==> src/include/pet_regs.svh <==
// Purpose: register map, field positions, reset values and timing counts
// Assumes: byte address of a register is four times its index
// Notes:   edge registers run from index 0x4d to 0x54 in hi/setting pairs
// Operation
// - edge time twelve bits, timing register holds MSBs
// - setting bits 7..4 give the four LSBs
// - one count equals 5 ns
// - pairs 0x4f/0x50, 0x51/0x52, 0x53/0x54
// - fourth rising edge pairs 0x4d with 0x4e
// - setting bit 3 enables loop modulation
// - setting bit 2 one moves edge later
// - rectifier bit 1 enables volt-second balance
// - balance correction moves rectifier rising edges only
`ifndef PET_REGS_SVH
`define PET_REGS_SVH

`define PET_IDX_FIRST       10'h04d
`define PET_IDX_LAST        10'h054
`define PET_IDX_FOURTH_PRIMARY_OUTPUT_RISE_HI 10'h04d
`define PET_IDX_FOURTH_PRIMARY_OUTPUT_RISE_SET 10'h04e
`define PET_IDX_FOURTH_PRIMARY_OUTPUT_FALL_HI 10'h04f
`define PET_IDX_FOURTH_PRIMARY_OUTPUT_FALL_SET 10'h050
`define PET_IDX_RECT1_RISE_HI 10'h051
`define PET_IDX_RECT1_RISE_SET 10'h052
`define PET_IDX_RECT1_FALL_HI 10'h053
`define PET_IDX_RECT1_FALL_SET 10'h054
`define PET_IDX_CTRL        10'h060
`define PET_IDX_PERIOD_HI   10'h061
`define PET_IDX_PERIOD_SET  10'h062
`define PET_IDX_STATUS      10'h063

`define PET_SET_LSB_HI      7
`define PET_SET_LSB_LO      4
`define PET_SET_MOD_EN      3
`define PET_SET_SIGN        2
`define PET_SET_VS_RECT     1
`define PET_CTRL_RUN        0

`define PET_EDGE_RESET      8'h00
`define PET_CTRL_RESET      8'h00

`define PET_STEP_NS         5
`define PET_CLK_MHZ         125
`define PET_CLK_NS          (1000 / `PET_CLK_MHZ)

`endif

==> src/include/pet_pkg.sv <==
// Purpose: shared types and arithmetic for the edge timing block
// Assumes: pet_regs.svh supplies the step and clock figures
// Notes:   timer runs in nanoseconds, edge times in 5 ns counts
`include "pet_regs.svh"

package pet_pkg;

    typedef enum logic [1:0] {
        APB_IDLE   = 2'b00,
        APB_ANSWER = 2'b01
    } pet_apb_state_t;

    typedef logic [11:0] pet_edge_time_t;
    typedef logic [15:0] pet_ns_t;

    // a 12-bit count of 5 ns steps always fits 16 bits of nanoseconds
    function automatic pet_ns_t pet_step_to_ns(input pet_edge_time_t steps);
        logic [31:0] ns;
        ns = 32'(steps) * 32'(`PET_STEP_NS);
        return ns[15:0];
    endfunction

endpackage

==> src/pet_edge_calc.sv <==
// Purpose: effective time of one edge after modulation
// Assumes: modulation inputs come from logic on pclk
// Notes:   result clamps to the 12-bit range
`include "pet_regs.svh"

module pet_edge_calc (
    // clock and reset
    input  wire logic                  pclk,
    input  wire logic                  presetn,
    // programmed edge
    input  wire logic [7:0]            time_high,
    input  wire logic [7:0]            setting,
    // modulation sources
    input  wire logic [7:0]            mod_amount,
    input  wire logic                  vs_enable,
    input  wire logic signed [7:0]     vs_correction,
    // result
    output pet_pkg::pet_edge_time_t    edge_time
);
    typedef struct packed {
        pet_pkg::pet_edge_time_t edge_time;
    } pet_edge_state_t;

    pet_edge_state_t state_reg;
    pet_edge_state_t state_next;

    always_comb begin
        logic signed [14:0] sum;
        logic [11:0]        base;
        sum  = '0;
        base = {time_high, setting[`PET_SET_LSB_HI:`PET_SET_LSB_LO]};
        sum  = 15'(base);
        if (setting[`PET_SET_MOD_EN]) begin
            if (setting[`PET_SET_SIGN]) begin
                sum = sum + 15'(mod_amount);
            end else begin
                sum = sum - 15'(mod_amount);
            end
        end
        if (vs_enable) begin
            sum = sum + 15'(vs_correction);
        end
        state_next = state_reg;
        if (sum < 15'sd0) begin
            state_next.edge_time = 12'h000;
        end else if (sum > 15'sd4095) begin
            state_next.edge_time = 12'hfff;
        end else begin
            state_next.edge_time = sum[11:0];
        end
    end

    always_ff @(posedge pclk or negedge presetn) begin
        if (!presetn) begin
            state_reg <= '0;
        end else begin
            state_reg <= state_next;
        end
    end

    assign edge_time = state_reg.edge_time;
endmodule

==> src/pet_pin_gen.sv <==
// Purpose: one switch output from a rising and a falling edge time
// Assumes: timer restarts at zero each switching period
// Notes:   edges land one clock after the first clock at or after their time
`include "pet_regs.svh"

module pet_pin_gen (
    // clock and reset
    input  wire logic                  pclk,
    input  wire logic                  presetn,
    // timing
    input  wire logic                  run,
    input  pet_pkg::pet_ns_t           timer_ns,
    input  pet_pkg::pet_edge_time_t    rise_time,
    input  pet_pkg::pet_edge_time_t    fall_time,
    // drive
    output logic                       pin
);
    typedef struct packed {
        logic pin;
    } pet_pin_state_t;

    pet_pin_state_t state_reg;
    pet_pin_state_t state_next;

    always_comb begin
        pet_pkg::pet_ns_t rise_ns;
        pet_pkg::pet_ns_t fall_ns;
        rise_ns    = pet_pkg::pet_step_to_ns(rise_time);
        fall_ns    = pet_pkg::pet_step_to_ns(fall_time);
        state_next = state_reg;
        if (!run) begin
            state_next.pin = 1'b0;
        end else if (rise_ns <= fall_ns) begin
            state_next.pin = (timer_ns >= rise_ns) && (timer_ns < fall_ns);
        end else begin
            // falling edge wraps into the next period
            state_next.pin = (timer_ns >= rise_ns) || (timer_ns < fall_ns);
        end
    end

    always_ff @(posedge pclk or negedge presetn) begin
        if (!presetn) begin
            state_reg <= '0;
        end else begin
            state_reg <= state_next;
        end
    end

    assign pin = state_reg.pin;
endmodule

==> src/pet_top.sv <==
// Purpose: edge timing registers and outputs for fourth primary and first rectifier
// Assumes: APB master per the protocol; loop and balance inputs on pclk
// Notes:   one wait state on every APB access
`include "pet_regs.svh"

module pet_top #(
    parameter int CLK_NS  = `PET_CLK_NS,
    parameter int STEP_NS = `PET_STEP_NS
) (
    // clock and reset
    input  wire logic                  pclk,
    input  wire logic                  presetn,
    // apb slave
    input  wire logic                  psel,
    input  wire logic                  penable,
    input  wire logic                  pwrite,
    input  wire logic [11:0]           paddr,
    input  wire logic [31:0]           pwdata,
    input  wire logic [3:0]            pstrb,
    output logic                       pready,
    output logic [31:0]                prdata,
    output logic                       pslverr,
    // control loop and balance sources
    input  wire logic [7:0]            loop_mod_amount,
    input  wire logic signed [7:0]     vs_correction,
    // switch outputs
    output logic                       fourth_primary_output,
    output logic                       first_rectifier_output,
    output logic                       vs_rect_active
);

    ////////////////////////////////////////////////////////////////////////////////
    // elaboration checks

    generate
        if (CLK_NS < 1 || CLK_NS > 255) begin : g_bad_clk
            $error("clock period out of range");
        end
        if (STEP_NS != `PET_STEP_NS) begin : g_bad_step
            $error("edge step must stay at the fixed resolution");
        end
    endgenerate

    localparam logic [15:0] CLK_STEP = 16'(CLK_NS);
    localparam int          NUM_EDGE_REGS = 8;

    ////////////////////////////////////////////////////////////////////////////////
    // state

    typedef struct packed {
        pet_pkg::pet_apb_state_t            apb_state;
        logic                               pready;
        logic                               pslverr;
        logic [31:0]                        prdata;
        logic [NUM_EDGE_REGS-1:0][7:0]      edge_regs;
        logic [7:0]                         ctrl;
        logic [7:0]                         period_high;
        logic [7:0]                         period_setting;
        pet_pkg::pet_ns_t                   timer_ns;
        logic                               vs_rect_active;
    } pet_top_state_t;

    pet_top_state_t state_reg;
    pet_top_state_t state_next;

    ////////////////////////////////////////////////////////////////////////////////
    // decode helpers

    function automatic logic idx_is_edge(input logic [9:0] idx);
        return (idx >= `PET_IDX_FIRST) && (idx <= `PET_IDX_LAST);
    endfunction

    function automatic logic idx_is_mapped(input logic [9:0] idx);
        return idx_is_edge(idx)
            || (idx == `PET_IDX_CTRL)
            || (idx == `PET_IDX_PERIOD_HI)
            || (idx == `PET_IDX_PERIOD_SET)
            || (idx == `PET_IDX_STATUS);
    endfunction

    function automatic logic [2:0] edge_slot(input logic [9:0] idx);
        logic [9:0] diff;
        diff = idx - `PET_IDX_FIRST;
        return diff[2:0];
    endfunction

    ////////////////////////////////////////////////////////////////////////////////
    // edge arithmetic

    pet_pkg::pet_edge_time_t fourth_primary_output_rise_time;
    pet_pkg::pet_edge_time_t fourth_primary_output_fall_time;
    pet_pkg::pet_edge_time_t rect1_rise_time;
    pet_pkg::pet_edge_time_t rect1_fall_time;
    logic                    vs_rect_option;

    // slot 5 is the first rectifier rising setting register
    assign vs_rect_option = state_reg.edge_regs[5][`PET_SET_VS_RECT];

    pet_edge_calc u_fourth_primary_output_rise (
        .pclk          (pclk),
        .presetn       (presetn),
        .time_high     (state_reg.edge_regs[0]),
        .setting       (state_reg.edge_regs[1]),
        .mod_amount    (loop_mod_amount),
        .vs_enable     (1'b0),
        .vs_correction (vs_correction),
        .edge_time     (fourth_primary_output_rise_time)
    );

    pet_edge_calc u_fourth_primary_output_fall (
        .pclk          (pclk),
        .presetn       (presetn),
        .time_high     (state_reg.edge_regs[2]),
        .setting       (state_reg.edge_regs[3]),
        .mod_amount    (loop_mod_amount),
        .vs_enable     (1'b0),
        .vs_correction (vs_correction),
        .edge_time     (fourth_primary_output_fall_time)
    );

    pet_edge_calc u_rect1_rise (
        .pclk          (pclk),
        .presetn       (presetn),
        .time_high     (state_reg.edge_regs[4]),
        .setting       (state_reg.edge_regs[5]),
        .mod_amount    (loop_mod_amount),
        .vs_enable     (vs_rect_option),
        .vs_correction (vs_correction),
        .edge_time     (rect1_rise_time)
    );

    // falling edge never takes the balance correction
    pet_edge_calc u_rect1_fall (
        .pclk          (pclk),
        .presetn       (presetn),
        .time_high     (state_reg.edge_regs[6]),
        .setting       (state_reg.edge_regs[7]),
        .mod_amount    (loop_mod_amount),
        .vs_enable     (1'b0),
        .vs_correction (vs_correction),
        .edge_time     (rect1_fall_time)
    );

    ////////////////////////////////////////////////////////////////////////////////
    // switching period

    logic                    run;
    pet_pkg::pet_edge_time_t period_steps;
    pet_pkg::pet_ns_t        period_ns;

    assign run          = state_reg.ctrl[`PET_CTRL_RUN];
    assign period_steps = {state_reg.period_high,
                           state_reg.period_setting[`PET_SET_LSB_HI:`PET_SET_LSB_LO]};
    assign period_ns    = pet_pkg::pet_step_to_ns(period_steps);

    ////////////////////////////////////////////////////////////////////////////////
    // outputs

    pet_pin_gen u_fourth_primary_output_pin (
        .pclk      (pclk),
        .presetn   (presetn),
        .run       (run),
        .timer_ns  (state_reg.timer_ns),
        .rise_time (fourth_primary_output_rise_time),
        .fall_time (fourth_primary_output_fall_time),
        .pin       (fourth_primary_output)
    );

    pet_pin_gen u_rect1_pin (
        .pclk      (pclk),
        .presetn   (presetn),
        .run       (run),
        .timer_ns  (state_reg.timer_ns),
        .rise_time (rect1_rise_time),
        .fall_time (rect1_fall_time),
        .pin       (first_rectifier_output)
    );

    ////////////////////////////////////////////////////////////////////////////////
    // next state

    always_comb begin
        logic [9:0]  idx;
        logic        access;
        logic        mapped;
        logic [31:0] rdata;
        logic [16:0] timer_sum;
        idx        = paddr[11:2];
        access     = psel && penable;
        mapped     = idx_is_mapped(idx) && (paddr[1:0] == 2'b00);
        rdata      = 32'h0000_0000;
        timer_sum  = 17'(state_reg.timer_ns) + 17'(CLK_STEP);
        state_next = state_reg;

        // read data is formed before any write lands
        if (idx_is_edge(idx)) begin
            rdata = {24'h00_0000, state_reg.edge_regs[edge_slot(idx)]};
        end else if (idx == `PET_IDX_CTRL) begin
            rdata = {24'h00_0000, state_reg.ctrl};
        end else if (idx == `PET_IDX_PERIOD_HI) begin
            rdata = {24'h00_0000, state_reg.period_high};
        end else if (idx == `PET_IDX_PERIOD_SET) begin
            rdata = {24'h00_0000, state_reg.period_setting};
        end else if (idx == `PET_IDX_STATUS) begin
            rdata = {state_reg.timer_ns, 13'h0000,
                     state_reg.vs_rect_active,
                     first_rectifier_output,
                     fourth_primary_output};
        end

        case (state_reg.apb_state)
            pet_pkg::APB_IDLE: begin
                state_next.pready  = 1'b0;
                state_next.pslverr = 1'b0;
                if (access) begin
                    // answer one cycle into the access phase
                    state_next.apb_state = pet_pkg::APB_ANSWER;
                    state_next.pready    = 1'b1;
                    state_next.pslverr   = !mapped;
                    state_next.prdata    = (mapped && !pwrite) ? rdata : 32'h0000_0000;
                end
            end
            pet_pkg::APB_ANSWER: begin
                state_next.apb_state = pet_pkg::APB_IDLE;
                state_next.pready    = 1'b0;
                state_next.pslverr   = 1'b0;
                if (access && pwrite && mapped && pstrb[0]) begin
                    // reserved bits are stored as written; software keeps them clear
                    if (idx_is_edge(idx)) begin
                        state_next.edge_regs[edge_slot(idx)] = pwdata[7:0];
                    end else if (idx == `PET_IDX_CTRL) begin
                        state_next.ctrl = pwdata[7:0];
                    end else if (idx == `PET_IDX_PERIOD_HI) begin
                        state_next.period_high = pwdata[7:0];
                    end else if (idx == `PET_IDX_PERIOD_SET) begin
                        state_next.period_setting = pwdata[7:0];
                    end
                end
            end
            default: begin
                state_next.apb_state = pet_pkg::APB_IDLE;
                state_next.pready    = 1'b0;
                state_next.pslverr   = 1'b0;
            end
        endcase

        // period timer in nanoseconds, restarting on the clock that reaches the period
        if (!run || (period_ns == 16'h0000)) begin
            state_next.timer_ns = 16'h0000;
        end else if (timer_sum >= 17'(period_ns)) begin
            state_next.timer_ns = 16'h0000;
        end else begin
            state_next.timer_ns = timer_sum[15:0];
        end

        // shows that the first rectifier takes the correction on its rising edge while running
        state_next.vs_rect_active = vs_rect_option && run;
    end

    ////////////////////////////////////////////////////////////////////////////////
    // registers

    always_ff @(posedge pclk or negedge presetn) begin
        if (!presetn) begin
            state_reg.apb_state      <= pet_pkg::APB_IDLE;
            state_reg.pready         <= 1'b0;
            state_reg.pslverr        <= 1'b0;
            state_reg.prdata         <= 32'h0000_0000;
            state_reg.edge_regs      <= {NUM_EDGE_REGS{`PET_EDGE_RESET}};
            state_reg.ctrl           <= `PET_CTRL_RESET;
            state_reg.period_high    <= `PET_EDGE_RESET;
            state_reg.period_setting <= `PET_EDGE_RESET;
            state_reg.timer_ns       <= 16'h0000;
            state_reg.vs_rect_active <= 1'b0;
        end else begin
            state_reg <= state_next;
        end
    end

    assign pready         = state_reg.pready;
    assign pslverr        = state_reg.pslverr;
    assign prdata         = state_reg.prdata;
    assign vs_rect_active = state_reg.vs_rect_active;
endmodule
==> config.mk <==
export PLATFORM = sky130hd
export DESIGN_NAME = pet_top
export DESIGN_NICKNAME = d
export VERILOG_FILES = /design/src/include/pet_pkg.sv /design/src/pet_edge_calc.sv /design/src/pet_pin_gen.sv /design/src/pet_top.sv
export VERILOG_INCLUDE_DIRS = /design/src /design/src/include
export SDC_FILE = /design/constraint.sdc
export NUM_CORES = 1
export LEC_CHECK = 0
export BUFFER_PORTS_ARGS = -buffer_cell sky130_fd_sc_hd__buf_2
export CAP_MARGIN = 20
export CORE_ASPECT_RATIO = 1.75
export CORE_MARGIN = 10
export CORE_UTILIZATION = 40
export CTS_BUF_LIST = sky130_fd_sc_hd__clkbuf_16
export DETAILED_ROUTE_END_ITERATION = 8
export GPL_TIMING_DRIVEN = 0
export SYNTH_ARGS = -nofsm -noshare
export SYNTH_HDL_FRONTEND = slang
export SYNTH_SLANG_ARGS = --single-unit
==> constraint.sdc <==
create_clock -name pclk -period 9.9 [get_ports pclk]
set_input_delay 1.98 -clock pclk [delete_from_list [all_inputs] [get_ports pclk]]
set_output_delay 1.98 -clock pclk [all_outputs]
set_load 0.01 [all_outputs]
* Word-level counts from Yosys, hierarchy flattened *
Index checks and enable logic that the tools add are counted.
Widths: inputs -> output; s select.

word-level totals
  register bits after elaboration = 191

operators by class
  $add $sub $neg = 11
  magnitude comparators = 19
  bitwise gates (word level) = 3
  muxes and demuxes = 36
  eq/ne operators = 6
  reduce and logical (&&, ||, !) cells = 29
  $mul = 5

operator list
  cell                   count
  $mux 32                6
  $mux 15                9
  $mux 12                8
  $mul 12x3->15 const B  5
  $bwmux 64              1
  $gt 15x13->1 const B   4
  $lt 15x1->1 const B    4
  $add 12x8->13          4
  $sub 12x8->13          4
  $eq 10x7->1 const B    4
  $mux 36                1
  $ge 16x15->1           2
  $lt 16x15->1           2
  $mux 16                2
  $le 15x15->1           2
  $bmux 8 s3             1
  $demux 8 s3            1
  $add 16x4->17 const B  1
  $ge 17x15->1           1
  $logic_not 16->1       1
  $mux 8                 2
  $add 15x8->15          1
  $logic_and 1x1->1      11
  $ge 10x7->1 const B    1
  17 further kinds       31

* Logic depth before layout (Yosys ltp) *
  depth after elaboration = 11
  depth in mapped cells = 19
  depth with buffers taken out = 19

* Modules after synthesis *
A second synthesis with hierarchy kept.

unflattened totals
  cells, all modules = 2,379
  area total of the unflattened synthesis = 20,825.0 um2

by module, submodules not included
  module                                             instances  cells an instance  area an instance (um2)
  pet_top                                            1          636                7,116.8
  pet_pin_gen                                        2          293                2,338.5
  pet_edge_calc at u_fourth_primary_output_fall ...  2          294                2,275.9
  pet_edge_calc at u_rect1_rise                      1          285                2,258.4
  pet_edge_calc at u_fourth_primary_output_rise      1          284                2,220.9

* Least setup slack after synthesis *
Ideal clock, no wire load.

  path kind = input to register
  from = in loop_mod_amount[1]
  to = reg u_rect1_rise.state_reg, in the netlist u_rect1_rise.edge_time[5]
  buffers on the path = 0
  arrival = 5.680 ns
  data required time = 9.748 ns
  stages = 17
  path slack = 4.068 ns
  cell sequence = inv_1 ha_1 nor2b_1 o311ai_0 a211o_1 o21ba_2 o21ai_0 nand2_1 xnor2_1 ha_1 nand2_1 o21ai_0 a41oi_1 mux2_2 or4_1 o211ai_1 o211ai_1

RTL lines
  element               line                 RTL
  start, declared       pet_top.sv:24        input wire logic [7:0] loop_mod_amount,
  end signal, assigned  pet_edge_calc.sv:57  state_reg <= state_next;
  end, declared         pet_edge_calc.sv:24  pet_edge_state_t state_reg;

==> metrics <==
outcome finished clean; LEAKAGE a little over 9 nW; DR iter-0 viols approximately 960; fraction of the mapped netlist area in compound gates approximately a fifth; Num CTS Buffers 17; Peak VDD IR 0.0000849 V; number of clock sinks around 180; max reg flops 89; biggest cell delay along the critical path ~530 ps; Fmax 0.143 GHz; Core Area between 40000 and 50000 um^2; sequential area share after synthesis 25.5%; initial antenna violation count 0; Cell Rows around 100; Simple-Gate Fraction of Synth Area between 10% and 20%; RSZ-0062 raised after global routing no; Fin Setup TNS 0 ps; Placed Area ~18000 um^2; Fin. Hold Viols 0; Worst-Skew Late Latency around 470 ps; startpoint types primary input; Clk pin slew, worst setup/hold paths ~70 ps; relative slew slack between 30% and 40%; Area Growth Syn to Fin 9.77%; CP Data Required Time 10160 ps; Final min period about 7000 ps; Post-synth EDFFs 0; DRC viols 0; H-tree levels 4; Ys Warns 0; initial core utilization 40.2%; mux share of post-synthesis cell area 8.35%; Remaining Overflow, GRT 0; Slew Limit Fails 0; via count about 15000; flop2flop setup slack between 4000 and 5000 ps; hold_ws a little under 500 ps; Die W around 180 um; Async SR Flop Fraction 100%; power per cell area 83.4 nW/um^2; dpl ws ~2400 ps; Synth Register Bits between 150 and 200; combinational group share of total power between 10% and 20%; Setup Fix Bufs, Post-CTS 0; crit path kind in -> reg; num ports between 100 and 150; Critical Path AT a little over 7000 ps; crit path cell chain buf_2, inv_1, ha_1, nor2b_1, o311ai_0, a21oi_1, o21ai_0, nand2_1, a221oi_1, inv_1, ha_1, nor3_1, nor3_1, a41oi_1, mux2_2, or4_1, o211ai_1, o211ai_1; Hold Crit Depth 2; post-CTS sizing 0; total track usage roughly a fifth; Synth cell types just over 80; Reg2Reg Depth 16; design area 19100 um^2; antenna viol nets, final 0; Final Wtd Congestion approximately 0.95; Pre-Repair DR Iteration Count 7; IO buf count 70; largest family of logic cells by synthesized area adder cells; critical path's slowest cell o311ai_0; global-route wire length before repair 84900 um; Final Setup Violations 0; hpwl dp around 45000 um; CTS root buf clkbuf_16; XOR/XNOR Fraction of Synth Area 4.13%; worst-path maximum fanout 10; prevailing post-synth register cell dfrtp_1; Switch Pwr between 0.4 and 0.5 mW; Clock Skew ~24 ps; register share of total power between 40% and 50%; max_cap viols 0; Final WS setup roughly 2900 ps; routed length per instance 21.0 um; hold crit path type reg -> reg; clock share of power 42.4%; Syn Std Cell Area approximately 17000 um^2; Mean Syn Cell Area ~9.0 um^2; share of layout cells above drive strength 1 between 10% and 20%; Antenna Cells 0; Least-Margin Pin Slew 1040 ps; vias in the first global route approximately 15000; cells after synthesis 1937; period utilization a little over 70%; final wirelength between 50000 and 60000 um; Vias/cell between 5 and 6; Max Root-Sink Buffers 2; Final #Nets ~2400; Die ar. 52500 um^2; Post-Synth Adder-Cell Area 21.4%; largest net degree at the start of global routing 124; die height just under 300 um; Int Power 1.12 mW; switching part of the total between 20% and 30%; Setup crit end kind flip-flop; CTS tree yes; hold buffers post-CTS 0
-- metrics by stage --
stage | util [%] | std cells | power [mW]
3_3_place_gp | 42.7 | 2581 | 0.926
2_1_floorplan | - | 1945 | 0.847
3_5_place_dp | 42.8 | 2582 | 0.930
6_report | 44.1 | 2614 | 1.59
5_1_grt | 44.1 | 2614 | 1.65
4_1_cts | 44.1 | 2614 | 1.60
-- synthesized netlist by cell type, types with 16 or more instances --
| cell type | n | area (um^2) |
|---|---|---|
| mux2_2 | 94 | 1060 |
| o211ai_1 | 24 | 180 |
| inv_1 | 132 | 495 |
| clkbuf_1 | 50 | 188 |
| o21ai_0 | 123 | 616 |
| a211oi_1 | 26 | 195 |
| a21oi_1 | 132 | 661 |
| xor2_1 | 23 | 201 |
| o22ai_1 | 16 | 100 |
| nand3_1 | 28 | 140 |
| ha_1 | 275 | 3440 |
| nand2b_1 | 30 | 188 |
| a31oi_1 | 23 | 144 |
| nor2_1 | 118 | 443 |
| o21a_1 | 17 | 128 |
| nand2_1 | 103 | 387 |
| nor2b_1 | 37 | 231 |
| nor3_1 | 55 | 275 |
| mux2i_1 | 28 | 280 |
| dfrtp_1 | 177 | 4430 |
| buf_4 | 32 | 240 |
| xnor2_1 | 59 | 517 |
| nand4_1 | 29 | 181 |
| a21o_1 | 37 | 278 |
-- per-layer routing --
metal | vias to the layer above | part of all wire, % | track usage (%)
met5 | - | 0 | 0
met4 | 0 | 6.1 | 12.4
met3 | 146 | 3.1 | 2.28
met2 | 410 | 54 | 39.7
met1 | 7338 | 37 | 21.3
li1 | 7264 | - | -
-- cell usage in the layout, fill, tap and decap left out, types with 11 or more instances in the layout --
| cell | instances |
|---|---|
| ha_1 | 275 |
| dfrtp_1 | 177 |
| inv_1 | 132 |
| a21oi_1 | 132 |
| o21ai_0 | 123 |
| nor2_1 | 118 |
| nand2_1 | 103 |
| mux2_2 | 94 |
| buf_2 | 77 |
| xnor2_1 | 59 |
| nor3_1 | 55 |
| clkbuf_1 | 50 |
| nor2b_1 | 37 |
| a21o_1 | 37 |
| buf_4 | 32 |
| nand2b_1 | 30 |
| nand4_1 | 29 |
| mux2i_1 | 28 |
| nand3_1 | 28 |
| a211oi_1 | 26 |
| o211ai_1 | 24 |
| xor2_1 | 23 |
| a31oi_1 | 23 |
| o21a_1 | 17 |
| clkbuf_16 | 17 |
| o22ai_1 | 16 |
| or3_1 | 14 |
| a22o_1 | 14 |
| fa_1 | 14 |
| and2_1 | 11 |
| and3_1 | 11 |
-- power groups by stage --
stage / registers (mW) / clock network (mW) / logic, mW
4_1_cts: 0.733 / 0.682 / 0.183
3_5_place_dp: 0.747 / 0 / 0.183
5_1_grt: 0.732 / 0.717 / 0.201
6_report: 0.732 / 0.675 / 0.184
3_3_place_gp: 0.747 / 0 / 0.179
2_1_floorplan: 0.743 / 0 / 0.104
-- cells by family (layout without fill, tap and decap cells) --
kind of cell             count (synthesis)  after routing
buffers and inverters                  231            334
XOR/XNOR                                82             82
other                                    1              9
flip-flops                             177            177
multiplexers                           127            127
adder cells (fa/ha/maj)                289            289
AO/OA/AOI/OAI                          524            524
AND/OR/NAND/NOR                        506            506
-- final timing paths --
check                                          start                                   to
min reg2reg                    prdata[7]$_DFFE_PN0P_                prdata[7]$_DFFE_PN0P_
max in group asynchronous                    presetn  u_rect1_rise.edge_time[3]$_DFF_PN0_
max                               loop_mod_amount[1]  u_rect1_rise.edge_time[5]$_DFF_PN0_
min                            prdata[7]$_DFFE_PN0P_                prdata[7]$_DFFE_PN0P_
min in group asynchronous                    presetn               prdata[19]$_DFFE_PN0P_
max reg2reg                state_reg[73]$_DFFE_PN0P_  u_rect1_rise.edge_time[5]$_DFF_PN0_
-- area by class of cell --
class	count	area (um^2)
plain buffers	97	497
clock buffers	17	425
clock inverters	15	146
fillers	4294	24100
inverters	134	503
multi-input cells	1537	12000
flip-flops and latches	177	4430
well taps	566	708
repair buffers	71	388
-- critical path: cells and delay by family --
family          cells  cell delay (ps)
compound gates      7             2280
mux                 1              370
fa+ha+maj           2              800
simple gates        5              950
buf+inv             3              840
No activity file was read; power rests on OpenSTA's default activity.
